File: config.mk
export PLATFORM = sky130hd
export DESIGN_NAME = charge_sequencer
export DESIGN_NICKNAME = d
export VERILOG_FILES = /design/src/rtl/charge_pkg.sv /design/src/rtl/charge_sequencer.sv
export VERILOG_INCLUDE_DIRS = /design/src /design/src/rtl
export SDC_FILE = /design/constraint.sdc
export NUM_CORES = 1
export LEC_CHECK = 0
export BUFFER_PORTS_ARGS = -buffer_cell sky130_fd_sc_hd__buf_2
export CORE_UTILIZATION = 50
export CTS_CLUSTER_SIZE = 25
export DETAILED_ROUTE_END_ITERATION = 10
export GPL_ROUTABILITY_DRIVEN = 0
export PLACE_DENSITY = 0.69
export SLEW_MARGIN = 20
export SYNTH_ARGS = -nofsm -noshare
export SYNTH_HDL_FRONTEND = slang
export SYNTH_SLANG_ARGS = --single-unit
File: constraint.sdc
create_clock -name MCLK -period 6.4 [get_ports MCLK]
set_input_delay 1.6 -clock MCLK [delete_from_list [all_inputs] [get_ports MCLK]]
set_output_delay 1.6 -clock MCLK [all_outputs]
set_load 0.1 [all_outputs]
File: src/rtl/charge_params.svh
// constants for the battery charge sequencer: offsets, fields, resets, times
// assumes a 100 MHz core clock and a 1 ms timer tick
`ifndef CHARGE_PARAMS_SVH
`define CHARGE_PARAMS_SVH

// clock and tick timing
`define CLK_PERIOD_NS      10
`define TICK_PERIOD_NS     1000000
`define TICK_CYCLES        (`TICK_PERIOD_NS / `CLK_PERIOD_NS)
`define TICK_PERIOD_MS     1
`define MS_PER_DMIN        6000

// phase limits in tenths of a minute
`define PREQUAL_TIME_DMIN  75
`define FULL_TIME_DMIN     900
`define TOPOFF_TIME_DMIN   450
`define FAST_TIME_DMIN     900

// phase limits in timer ticks
`define PREQUAL_TICKS      (`PREQUAL_TIME_DMIN * `MS_PER_DMIN / `TICK_PERIOD_MS)
`define FULL_TICKS         (`FULL_TIME_DMIN * `MS_PER_DMIN / `TICK_PERIOD_MS)
`define TOPOFF_TICKS       (`TOPOFF_TIME_DMIN * `MS_PER_DMIN / `TICK_PERIOD_MS)
`define FAST_TICKS         (`FAST_TIME_DMIN * `MS_PER_DMIN / `TICK_PERIOD_MS)
`define TIMER_WIDTH        23

// register map
`define STATUS_ADDR        12'h000
`define TICK_DIV_ADDR      12'h004

// status word fields
`define ST_STATE_LSB       0
`define ST_MODE_LSB        8
`define ST_CELL_LSB        10
`define ST_SUSP_BIT        12
`define ST_PIN_LSB         13

`endif

File: src/rtl/charge_pkg.sv
// types shared by the battery charge sequencer
// assumes charge_params.svh holds all numeric constants
`default_nettype none
package charge_pkg;

  // sequencer states, one-hot
  typedef enum logic [7:0] {
    ST_RESET    = 8'h01,
    ST_PREQUAL  = 8'h02,
    ST_FAST     = 8'h04,
    ST_FULL     = 8'h08,
    ST_TOPOFF   = 8'h10,
    ST_DONE     = 8'h20,
    ST_FAULT    = 8'h40,
    ST_SHUTDOWN = 8'h80
  } chg_state_t;

  // charge current command to the regulation loops
  typedef enum logic [1:0] {
    MODE_OFF   = 2'h0,
    MODE_TENTH = 2'h1,
    MODE_CC    = 2'h2,
    MODE_CV    = 2'h3
  } chg_mode_t;

  // digitised comparator results from the analog front end
  typedef struct packed {
    logic bias_ready;
    logic above_uv;
    logic over_volt;
    logic reg_reached;
    logic term_current;
    logic temp_ok;
    logic temp_hot;
    logic dropout;
    logic recharge_low;
    logic cell_gt_gnd;
    logic cell_gt_mid;
    logic cell_gt_ref;
  } sense_t;

  // one bit per status indicator
  typedef struct packed {
    logic cc;
    logic cv;
    logic fault;
  } ind_t;

endpackage
`default_nettype wire

File: src/rtl/charge_sequencer.sv
// charge sequencing state machine for a 1 to 4 cell li+ step-down charger
// assumes synchronous digitised comparators, open-drain indicator pads
// and an apb master on the same clock
//
// Added by the designer: register access over APB and the register addresses.
`timescale 1ns/1ps
`default_nettype none
`include "charge_params.svh"

// Overview of operation
// RULE_01: power-on, or done exit conditions, enter reset
// RULE_02: reset clears timers, no current, indicators released
// RULE_03: leave reset once bias ready reported
// RULE_04: prequal: tenth current, 7.5min timer, cc low
// RULE_05: prequal to fast when above uv, temperature ok
// RULE_06: fast: constant current, 90min timer b, cc low
// RULE_07: fast to full on regulation voltage reached
// RULE_08: full: constant voltage, 90min timer, cv low
// RULE_09: full to topoff on timeout or termination current
// RULE_10: topoff: cv, indicators high, 45min, then done
// RULE_11: done: no current, recharge threshold restarts cycle
// RULE_12: fault from reset hot, prequal/fast timeouts
// RULE_13: fault: no current, fault indicator low
// RULE_14: temperature out: pause, freeze timer, keep indicators
// RULE_15: prequal temperature out pauses charge and timer
// RULE_16: power-down low disables, high enters reset
// RULE_17: four-level strap decodes one to four cells
// RULE_18: fault cleared only by power cycle or power-down
// RULE_19: shutdown: switch off, indicators hi-z, exit via reset
// RULE_20: suspended timer keeps count, resumes from it
// RULE_21: inputs synchronised, one transition per clock
module charge_sequencer
  import charge_pkg::*;
#(
  parameter int                      TIMER_W       = `TIMER_WIDTH,
  parameter logic [31:0]             TICK_CYCLES   = 32'(`TICK_CYCLES),
  parameter logic [TIMER_W-1:0]      PREQUAL_TICKS = TIMER_W'(`PREQUAL_TICKS),
  parameter logic [TIMER_W-1:0]      FULL_TICKS    = TIMER_W'(`FULL_TICKS),
  parameter logic [TIMER_W-1:0]      TOPOFF_TICKS  = TIMER_W'(`TOPOFF_TICKS),
  parameter logic [TIMER_W-1:0]      FAST_TICKS    = TIMER_W'(`FAST_TICKS)
)(
  input  wire logic                  MCLK,
  input  wire logic                  RSTN,
  input  wire charge_pkg::sense_t    SENSE,
  input  wire logic                  POWER_DOWN_N,
  input  wire charge_pkg::ind_t      IND_I,
  output var  charge_pkg::ind_t      IND_O,
  output var  charge_pkg::ind_t      IND_OE,
  output var  charge_pkg::chg_mode_t CHARGE_MODE,
  output var  logic                  POWER_SWITCH_EN,
  output var  logic [1:0]            CELL_COUNT,
  input  wire logic                  PSEL,
  input  wire logic                  PENABLE,
  input  wire logic                  PWRITE,
  input  wire logic [11:0]           PADDR,
  input  wire logic [31:0]           PWDATA,
  output var  logic [31:0]           PRDATA,
  output var  logic                  PREADY,
  output var  logic                  PSLVERR
);
  import charge_pkg::*;

  // ****************************************
  // input synchronisers
  // ****************************************
  sense_t           sense_s1_reg;
  sense_t           sense_reg;
  logic             pd_n_s1_reg;
  logic             pd_n_reg;
  ind_t             pin_s1_reg;
  ind_t             pin_reg;

  // two flops on every pad input; only the second stage is used
  always_ff @(posedge MCLK or negedge RSTN)
  begin
    if (!RSTN)
    begin
      sense_s1_reg <= '0;
      sense_reg    <= '0;
      pd_n_s1_reg  <= 1'b0;
      pd_n_reg     <= 1'b0;
      pin_s1_reg   <= '0;
      pin_reg      <= '0;
    end
    else
    begin
      sense_s1_reg <= SENSE; // [RULE_21]
      sense_reg    <= sense_s1_reg;
      pd_n_s1_reg  <= POWER_DOWN_N;
      pd_n_reg     <= pd_n_s1_reg;
      pin_s1_reg   <= IND_I;
      pin_reg      <= pin_s1_reg;
    end
  end

  // ****************************************
  // timer tick prescaler
  // ****************************************
  logic [31:0]      tick_div_reg;
  logic [31:0]      tick_div_next;
  logic [31:0]      tick_cnt_reg;
  logic [31:0]      tick_cnt_next;
  wire logic        tick;

  // one tick every tick_div clocks; zero behaves as one
  assign tick          = (tick_div_reg <= 32'h0000_0001) ||
                         (tick_cnt_reg >= tick_div_reg - 32'h0000_0001);
  assign tick_cnt_next = tick ? 32'h0000_0000 : tick_cnt_reg + 32'h0000_0001;

  always_ff @(posedge MCLK or negedge RSTN)
  begin
    if (!RSTN)
      tick_cnt_reg <= 32'h0000_0000;
    else
      tick_cnt_reg <= tick_cnt_next;
  end

  // ****************************************
  // state machine
  // ****************************************
  chg_state_t       state_reg;
  chg_state_t       state_next;
  logic [TIMER_W-1:0] timer_a_reg;
  logic [TIMER_W-1:0] timer_a_next;
  logic [TIMER_W-1:0] timer_b_reg;
  logic [TIMER_W-1:0] timer_b_next;
  logic [TIMER_W-1:0] limit_a;
  wire logic        in_prequal;
  wire logic        in_fast;
  wire logic        in_full;
  wire logic        in_topoff;
  wire logic        charging;
  wire logic        suspended;
  wire logic        a_expired;
  wire logic        b_expired;
  wire logic        done_exit;

  assign in_prequal = (state_reg == ST_PREQUAL);
  assign in_fast    = (state_reg == ST_FAST);
  assign in_full    = (state_reg == ST_FULL);
  assign in_topoff  = (state_reg == ST_TOPOFF);
  assign charging   = in_prequal | in_fast | in_full | in_topoff;
  assign suspended  = charging & ~sense_reg.temp_ok; // [RULE_14] [RULE_15]
  assign a_expired  = (timer_a_reg >= limit_a);
  assign b_expired  = (timer_b_reg >= FAST_TICKS);
  assign done_exit  = sense_reg.recharge_low | sense_reg.dropout |
                      sense_reg.over_volt; // [RULE_01] [RULE_11]

  // timer a limit follows the phase that owns it
  always_comb
  begin
    limit_a = '1;
    if (in_prequal)
      limit_a = PREQUAL_TICKS; // [RULE_04]
    else if (in_full)
      limit_a = FULL_TICKS; // [RULE_08]
    else if (in_topoff)
      limit_a = TOPOFF_TICKS; // [RULE_10]
  end

  // next state; power-down overrides everything, one step per clock
  always_comb
  begin
    state_next = state_reg;
    if (!pd_n_reg)
      state_next = ST_SHUTDOWN; // [RULE_16] [RULE_19]
    else
    begin
      unique case (state_reg)
        ST_SHUTDOWN: state_next = ST_RESET; // [RULE_16]
        ST_RESET:
          if (sense_reg.temp_hot)
            state_next = ST_FAULT; // [RULE_12]
          else if (sense_reg.bias_ready)
            state_next = ST_PREQUAL; // [RULE_03]
        ST_PREQUAL:
          if (!suspended && sense_reg.above_uv)
            state_next = ST_FAST; // [RULE_05]
          else if (!suspended && a_expired)
            state_next = ST_FAULT; // [RULE_12]
        ST_FAST:
          if (!suspended && sense_reg.reg_reached)
            state_next = ST_FULL; // [RULE_07]
          else if (!suspended && b_expired)
            state_next = ST_FAULT; // [RULE_12]
        ST_FULL:
          if (!suspended && (a_expired || sense_reg.term_current))
            state_next = ST_TOPOFF; // [RULE_09]
        ST_TOPOFF:
          if (!suspended && a_expired)
            state_next = ST_DONE; // [RULE_10]
        ST_DONE:
          if (done_exit)
            state_next = ST_RESET; // [RULE_01] [RULE_11]
        ST_FAULT: state_next = ST_FAULT; // [RULE_18]
        default: state_next = ST_RESET;
      endcase
    end
  end

  // timers clear on every phase change and in reset; hold while paused
  wire logic        phase_change;
  wire logic        run_a;
  wire logic        run_b;
  assign phase_change = (state_next != state_reg) ||
                        (state_reg == ST_RESET) || (state_reg == ST_SHUTDOWN);
  assign run_a        = (in_prequal | in_full | in_topoff) & ~suspended & ~a_expired;
  assign run_b        = in_fast & ~suspended & ~b_expired;
  assign timer_a_next = phase_change ? '0 :
                        (run_a && tick) ? timer_a_reg + TIMER_W'(1) : timer_a_reg; // [RULE_20]
  assign timer_b_next = phase_change ? '0 :
                        (run_b && tick) ? timer_b_reg + TIMER_W'(1) : timer_b_reg; // [RULE_20]

  always_ff @(posedge MCLK or negedge RSTN)
  begin
    if (!RSTN)
    begin
      state_reg   <= ST_RESET; // [RULE_01]
      timer_a_reg <= '0;
      timer_b_reg <= '0;
    end
    else
    begin
      state_reg   <= state_next;
      timer_a_reg <= timer_a_next; // [RULE_02]
      timer_b_reg <= timer_b_next;
    end
  end

  // ****************************************
  // charge command, indicators, cell count
  // ****************************************
  chg_mode_t        mode_next;
  ind_t             oe_next;
  logic [1:0]       cell_next;

  // zero current outside the four charging phases or while paused
  always_comb
  begin
    mode_next = MODE_OFF; // [RULE_02] [RULE_11] [RULE_13]
    if (!suspended)
    begin
      if (in_prequal)
        mode_next = MODE_TENTH; // [RULE_04]
      else if (in_fast)
        mode_next = MODE_CC; // [RULE_06]
      else if (in_full || in_topoff)
        mode_next = MODE_CV; // [RULE_08] [RULE_10]
    end
  end

  // an enable pulls the pad low; indicators depend on state only
  assign oe_next.cc    = in_prequal | in_fast; // [RULE_04] [RULE_06]
  assign oe_next.cv    = in_full; // [RULE_08]
  assign oe_next.fault = (state_reg == ST_FAULT); // [RULE_13]

  // thermometer strap: ground, float, reference, supply
  assign cell_next = sense_reg.cell_gt_ref ? 2'h3 :
                     sense_reg.cell_gt_mid ? 2'h2 :
                     sense_reg.cell_gt_gnd ? 2'h1 : 2'h0; // [RULE_17]

  always_ff @(posedge MCLK or negedge RSTN)
  begin
    if (!RSTN)
    begin
      CHARGE_MODE     <= MODE_OFF;
      POWER_SWITCH_EN <= 1'b0;
      IND_OE          <= '0;
      IND_O           <= '0;
      CELL_COUNT      <= 2'h0;
    end
    else
    begin
      CHARGE_MODE     <= mode_next;
      POWER_SWITCH_EN <= (mode_next != MODE_OFF); // [RULE_19]
      IND_OE          <= oe_next; // [RULE_02] [RULE_19]
      IND_O           <= '0;
      CELL_COUNT      <= cell_next;
    end
  end

  // ****************************************
  // apb register slave
  // ****************************************
  wire logic        hit_status;
  wire logic        hit_tick;
  wire logic        access;
  wire logic        wr_tick;
  logic [31:0]      status_word;
  logic [31:0]      rd_data;

  assign hit_status    = (PADDR == `STATUS_ADDR);
  assign hit_tick      = (PADDR == `TICK_DIV_ADDR);
  assign access        = PSEL & PENABLE & ~PREADY;
  assign wr_tick       = PSEL & PENABLE & PREADY & PWRITE & hit_tick;
  assign tick_div_next = wr_tick ? PWDATA : tick_div_reg;

  // status word shows state, command, strap, pause and pad levels
  always_comb
  begin
    status_word = 32'h0000_0000;
    status_word[`ST_STATE_LSB +: 8] = state_reg;
    status_word[`ST_MODE_LSB +: 2]  = CHARGE_MODE;
    status_word[`ST_CELL_LSB +: 2]  = CELL_COUNT;
    status_word[`ST_SUSP_BIT]       = suspended;
    status_word[`ST_PIN_LSB +: 3]   = pin_reg;
  end

  assign rd_data = hit_status ? status_word :
                   hit_tick   ? tick_div_reg : 32'h0000_0000;

  // one wait state; writes land at the completing edge
  always_ff @(posedge MCLK or negedge RSTN)
  begin
    if (!RSTN)
    begin
      PREADY       <= 1'b0;
      PRDATA       <= 32'h0000_0000;
      PSLVERR      <= 1'b0;
      tick_div_reg <= TICK_CYCLES;
    end
    else
    begin
      PREADY       <= access;
      PRDATA       <= access ? rd_data : 32'h0000_0000;
      PSLVERR      <= access & ~(hit_tick | (hit_status & ~PWRITE));
      tick_div_reg <= tick_div_next;
    end
  end
endmodule
`default_nettype wire

# ---- Word level (Yosys, flattened, before mapping)
# Index checks and enable logic that the tools add are counted.
dict set report totals {
  register_bits 192
  input_bits 65
  out_inout_bits 45
  wordCells 137
}
dict set report op_classes {
  addsub 4
  order_cmp 4
  eq_ne 10
  muxes 29
  bitwise 27
  reduce_logical 17
}
# op n
set op_table {}
lappend op_table {{23-bit 2-to-1 mux} 7}
lappend op_table {{32-bit 2-to-1 mux} 4}
lappend op_table {{8-bit 2-to-1 mux} 10}
lappend op_table {{8-bit one-hot mux with 7 select lines} 1}
lappend op_table {{23-bit by 1-bit adder with 23-bit output, second input constant} 2}
lappend op_table {{32-bit by 1-bit adder with 32-bit output, second input constant} 1}
lappend op_table {{32-bit greater-or-equal comparator} 1}
lappend op_table {{32-bit by 1-bit less-or-equal comparator with 1-bit output, second input constant} 1}
lappend op_table {{32-bit by 1-bit subtractor with 32-bit output, second input constant} 1}
lappend op_table {{23-bit greater-or-equal comparator} 1}
lappend op_table {{23-bit greater-or-equal comparator, second input constant} 1}
lappend op_table {{1-bit bitwise AND} 12}
lappend op_table {{12-bit by 3-bit equality test with 1-bit output, second input constant} 1}
lappend op_table {{12-bit logical NOT} 1}
lappend op_table {{2-bit 2-to-1 mux} 6}
lappend op_table {{8-bit by 1-bit equality test with 1-bit output, second input constant} 1}
lappend op_table {{8-bit by 2-bit equality test with 1-bit output, second input constant} 1}
lappend op_table {{8-bit by 3-bit equality test with 1-bit output, second input constant} 1}
lappend op_table {{8-bit by 4-bit equality test with 1-bit output, second input constant} 1}
lappend op_table {{8-bit by 5-bit equality test with 1-bit output, second input constant} 1}
lappend op_table {{8-bit by 6-bit equality test with 1-bit output, second input constant} 1}
lappend op_table {{8-bit by 7-bit equality test with 1-bit output, second input constant} 1}
lappend op_table {{8-bit equality test, second input constant} 1}
lappend op_table {{8-bit inequality test} 1}
lappend op_table {{other kinds (7)} 32}

# ---- Longest topological paths before layout
dict set report depth {
  ltp_word 15
  depth_mapped 20
  depth_no_buf 17
}

# ---- Worst setup path before layout
# OpenSTA, ideal clock, no wires.
dict set report synth_path {
  path_kind {register to register}
  start {reg tick_div_reg[4]}
  end {reg timer_a_reg[1]}
  setup_time_ps 122
  t_arrival_ps 4328
  required_time_ps 6278
  setup_slack_ps 1950
  stages_incl_launch_ff 19
  n_path_buf 2
  synth_period_minus_slack_ps 4450
  cell_sequence {dfrtp_1 or4_1 nor3_2 nand3_1 nor2_1 nand2_1 or3_1 nor3_1 xnor2_1 ha_1 o21a_1 a211oi_1 o211ai_1 a211oi_1 or3_4 buf_2 clkbuf_1 mux2i_1 nor2_1}
}
dict set report synth_between {
  elab_chain_len 5
  word_cells_on_any_way 6
  classes_between {add/sub (1); order compare (2); reduce/logical (3)}
}
# item line
set synth_lines {}
lappend synth_lines {{start: declaration} charge_sequencer.sv:99} ;# logic [31:0] tick_div_reg;
lappend synth_lines {{start signal: assignment} charge_sequencer.sv:327} ;# tick_div_reg <= tick_div_next;
lappend synth_lines {{32-bit by 1-bit subtractor with 32-bit output} charge_sequencer.sv:107} ;# (tick_cnt_reg >= tick_div_reg - 32'h0000_0001);
lappend synth_lines {{32-bit greater-or-equal comparator} charge_sequencer.sv:107}
lappend synth_lines {{1-bit logical OR *} charge_sequencer.sv:106} ;# assign tick = (tick_div_reg <= 32'h0000_0001) ||
lappend synth_lines {{1-bit logical AND *} charge_sequencer.sv:210} ;# (run_a && tick) ? timer_a_reg + TIMER_W'(1) : timer_a_reg;
lappend synth_lines {{2-bit nonzero test (no source line) *} n/a}
lappend synth_lines {{end signal: assignment} charge_sequencer.sv:225} ;# timer_a_reg <= timer_a_next;
lappend synth_lines {{end: declaration} charge_sequencer.sv:123} ;# logic [TIMER_W-1:0] timer_a_reg;
# Mark *: on every way between the ends. The rest lies on a longest branch, timed or not.
# A chain may end at the register's enable or synchronous reset.

# ---- Final worst setup path
dict set report layout_path {
  start {reg tick_div_reg[4]}
  end {reg timer_a_reg[9]}
}
# The elaborated chain is that of the path after synthesis.

==> run metrics <==
Post-Syn Instances 990; simple logic cell fraction of the synthesized area 21.25%; Final Worst Setup Slack 1.439 ns; fin area 11,370 µm²; WL/cell 16.25 µm; Post CTS Setup Buffer Count 0; maximum clock path buffer count 2; r2r startpoint tick_div_reg[4]; FF+latch count, synth 192; core area 19,590 µm²; Starting DRT DRC Count 478; CTS tree yes; largest net degree at the start of global routing 105; peak supply drop 0.1747 mV; Startpoint Class register; DRT Pass-1 Iters 5; RSZ-0062 raised after global routing no; initial antenna violation count 0; commonest register cell after synthesis dfrtp_1; min Tclk post-route 4.961 ns; CTS Buf Count 17; Post-synth EDFFs 0; port bufs 106; critical path class register to register; final wirelength 22,100 µm; clk slew on worst S/H paths 0.08 ns; Slew @ Worst Pin 0.9789 ns; Clock Latency Late Sink 0.44 ns; syn avg cell area 10.16 µm²; largest family of logic cells by synthesized area simple AND/OR/NAND/NOR gates; FF-to-FF End timer_a_reg[9]; Hold Path Class register to register; setup TNS 0 ns; CP Data Arrival Time 5.33 ns; Final setup viols 0; critical path launch point tick_div_reg[4]; Max-cap violations 0; Psw 0.7240 mW; status finished, final reports clean; Worst R2R Setup Slack 1.44 ns; Int Power 1.830 mW; Die Span X 143.8 µm; total gr overflow 0; Worst slew margin 34.18%; GRT Util Overall 22.74%; CP Capture Type register; Gate power share 10.0%; Adder-Cell Fraction of Synth Area 7.339%; htree depth 4; Compound-Gate Fraction of Synth Area 8.173%; multiplexer share of the synthesized area 5.249%; detailed-route via count 7,687; power density cells 224.5 nW/µm²; switching share of power 28.35%; fraction of registers with async set/reset 100.0%; Flop pwr share 49.3%; Slew Viols, Final 0; Synth cell types 62; post-DP HPWL 15,890 µm; Critical Path RT 6.77 ns; Core Rows 51; Synth top area share 46.03%; post-synthesis sequential area ratio 47.85%; clk sinks 192; CTS root buf clkbuf_16; synthesis-to-layout area growth 13.09%; worst reg-to-reg path cell count 16; hold buffer count at cts 0; fin crit share 77.52%; die area 20,690 µm²; number of I/O pins 110; drt drc 0; ANT cells 0; top post-synthesis cells by area dfrtp_1 (46%), ha_1 (7.3%), xnor2_1 (4.0%); Max Clock Freq 201.6 MHz; mapped cell area 10,060 µm²; Tot Pwr 2.554 mW; post-DR vias/cell 5.652; setup slack at placement 1.511 ns; share of cells above drive strength 1 18.08%; Worst Path Max Fanout 30; Nets 1,206; final hold vios 0; yosys warns 0; vias in the first global route 7,263; DRT antenna net count 0; static leakage 5.273 nW; first-pass GRT wire length 36,530 µm; clock share of power 40.7%; Post-CTS Resized 0; Post-Synth XOR/XNOR Area 7.053%; CP endpoint timer_a_reg[9]; dominant cell type by area after synthesis dfrtp_1; initial core utilization 51.34%; chip height 143.8 µm; Max Clock Skew 0.01373 ns; dpl cell area 10,800 µm²
critical path: stages (launching register included):
cell	delay (ns)
dfrtp_1	0.45
or4_1	0.59
nor3_2	0.38
and2_1	0.28
nand2_1	0.17
nor2_1	0.31
nand2_1	0.15
nor4_1	0.31
xnor2_1	0.12
ha_1	0.30
nand4_1	0.09
nor2_1	0.19
o311a_1	0.24
a211oi_2	0.12
or3_4	0.48
or4_1	0.54
a21oi_1	0.14
cells by family (layout without fill, tap and decap cells):
kind of cell | count (synthesis) | count (layout)
AO/OA/AOI/OAI | 135 | 135
XOR/XNOR | 81 | 81
adder cells (fa/ha/maj) | 59 | 59
buffers and inverters | 70 | 173
flip-flops | 192 | 192
multiplexers | 49 | 49
other | 1 | 3
AND/OR/NAND/NOR | 403 | 403
cell usage in the layout (no fill, tap or decap), drive strengths merged, types with 4 or more instances in the layout:
cell,n
nand2,67
clkbuf,19
mux2i,19
nand2b,8
or3,31
nor3,26
o31a,4
ha,59
xor2,35
mux2,30
or4,8
nand3,37
o211ai,4
buf,112
nor2,101
xnor2,46
or2,4
and4,12
nand4,30
and3,10
inv,37
o31ai,4
a21oi,49
clkinv,5
dfstp,7
and2,23
nor4b,7
o21ai,38
nor4,30
dfrtp,185
a21o,5
a211oi,8
power groups by stage:
stage	clock, mW	combinational [mW]	sequential [mW]
floorplan	0	0.149	1.28
global placement	0	0.256	1.28
detailed placement	0	0.258	1.28
CTS	1.07	0.258	1.26
global route	1.11	0.283	1.26
finish	1.04	0.256	1.26
area by class of cell:
type	instances	area [µm²]
clock inverter	14	141.4
clock buffer	18	429.2
sequential	192	4813
tap	265	331.6
multi-input combinational	730	4962
inverter	28	105.1
fill	1718	8215
timing repair buffer	113	591.8
cells in the mapped netlist, types with 4 or more instances:
cell type	count
dfrtp_1	185
ha_1	59
mux2_2	30
and4_1	12
nand3_1	37
and2_1	23
or3_1	29
nor2_1	101
o31ai_1	4
inv_1	28
buf_4	4
xor2_1	35
or4_1	7
o31a_1	4
dfstp_2	7
o21ai_0	38
clkbuf_1	22
mux2i_1	19
o211ai_1	4
a21oi_1	49
and3_1	10
nor3_1	24
nand4_1	30
nand2_1	65
xnor2_1	46
nor4b_1	7
buf_2	10
a211oi_1	8
a21o_1	5
nand2b_1	8
nor4_1	28
stage by stage:
step | hold slack (ns) | instances | util [%]
2_1_floorplan | 0.3312 | 992 | -
3_3_place_gp | 0.3313 | 1328 | 55.15
3_5_place_dp | 0.3347 | 1328 | 55.15
4_1_cts | 0.3511 | 1360 | 58.06
5_1_grt | 0.3573 | 1360 | 58.06
6_report | 0.3482 | 1360 | 58.06
layer usage:
metal / global-route usage [%] / wire, µm / up-vias
li1: - / - / 3713
met1: 32.41 / 10670 / 3749
met2: 34.60 / 10100 / 197
met3: 3.865 / 881 / 28
met4: 8.511 / 443 / 0
met5: 0 / 0 / -
how the worst min path moves through the flow:
stage	cells after the start	from	endpoint	slack [ns]
after floorplan	0	pd_n_s1_reg	pd_n_reg	0.33
after global routing	0	pin_s1_reg[1]	pin_reg[1]	0.36
final	0	sense_s1_reg[3]	sense_reg[3]	0.35
after detailed placement	0	pin_s1_reg[1]	pin_reg[1]	0.33
after CTS	0	sense_s1_reg[9]	sense_reg[9]	0.35
after global placement	0	sense_s1_reg[3]	sense_reg[3]	0.33
Power figures use the tool's default switching activity.
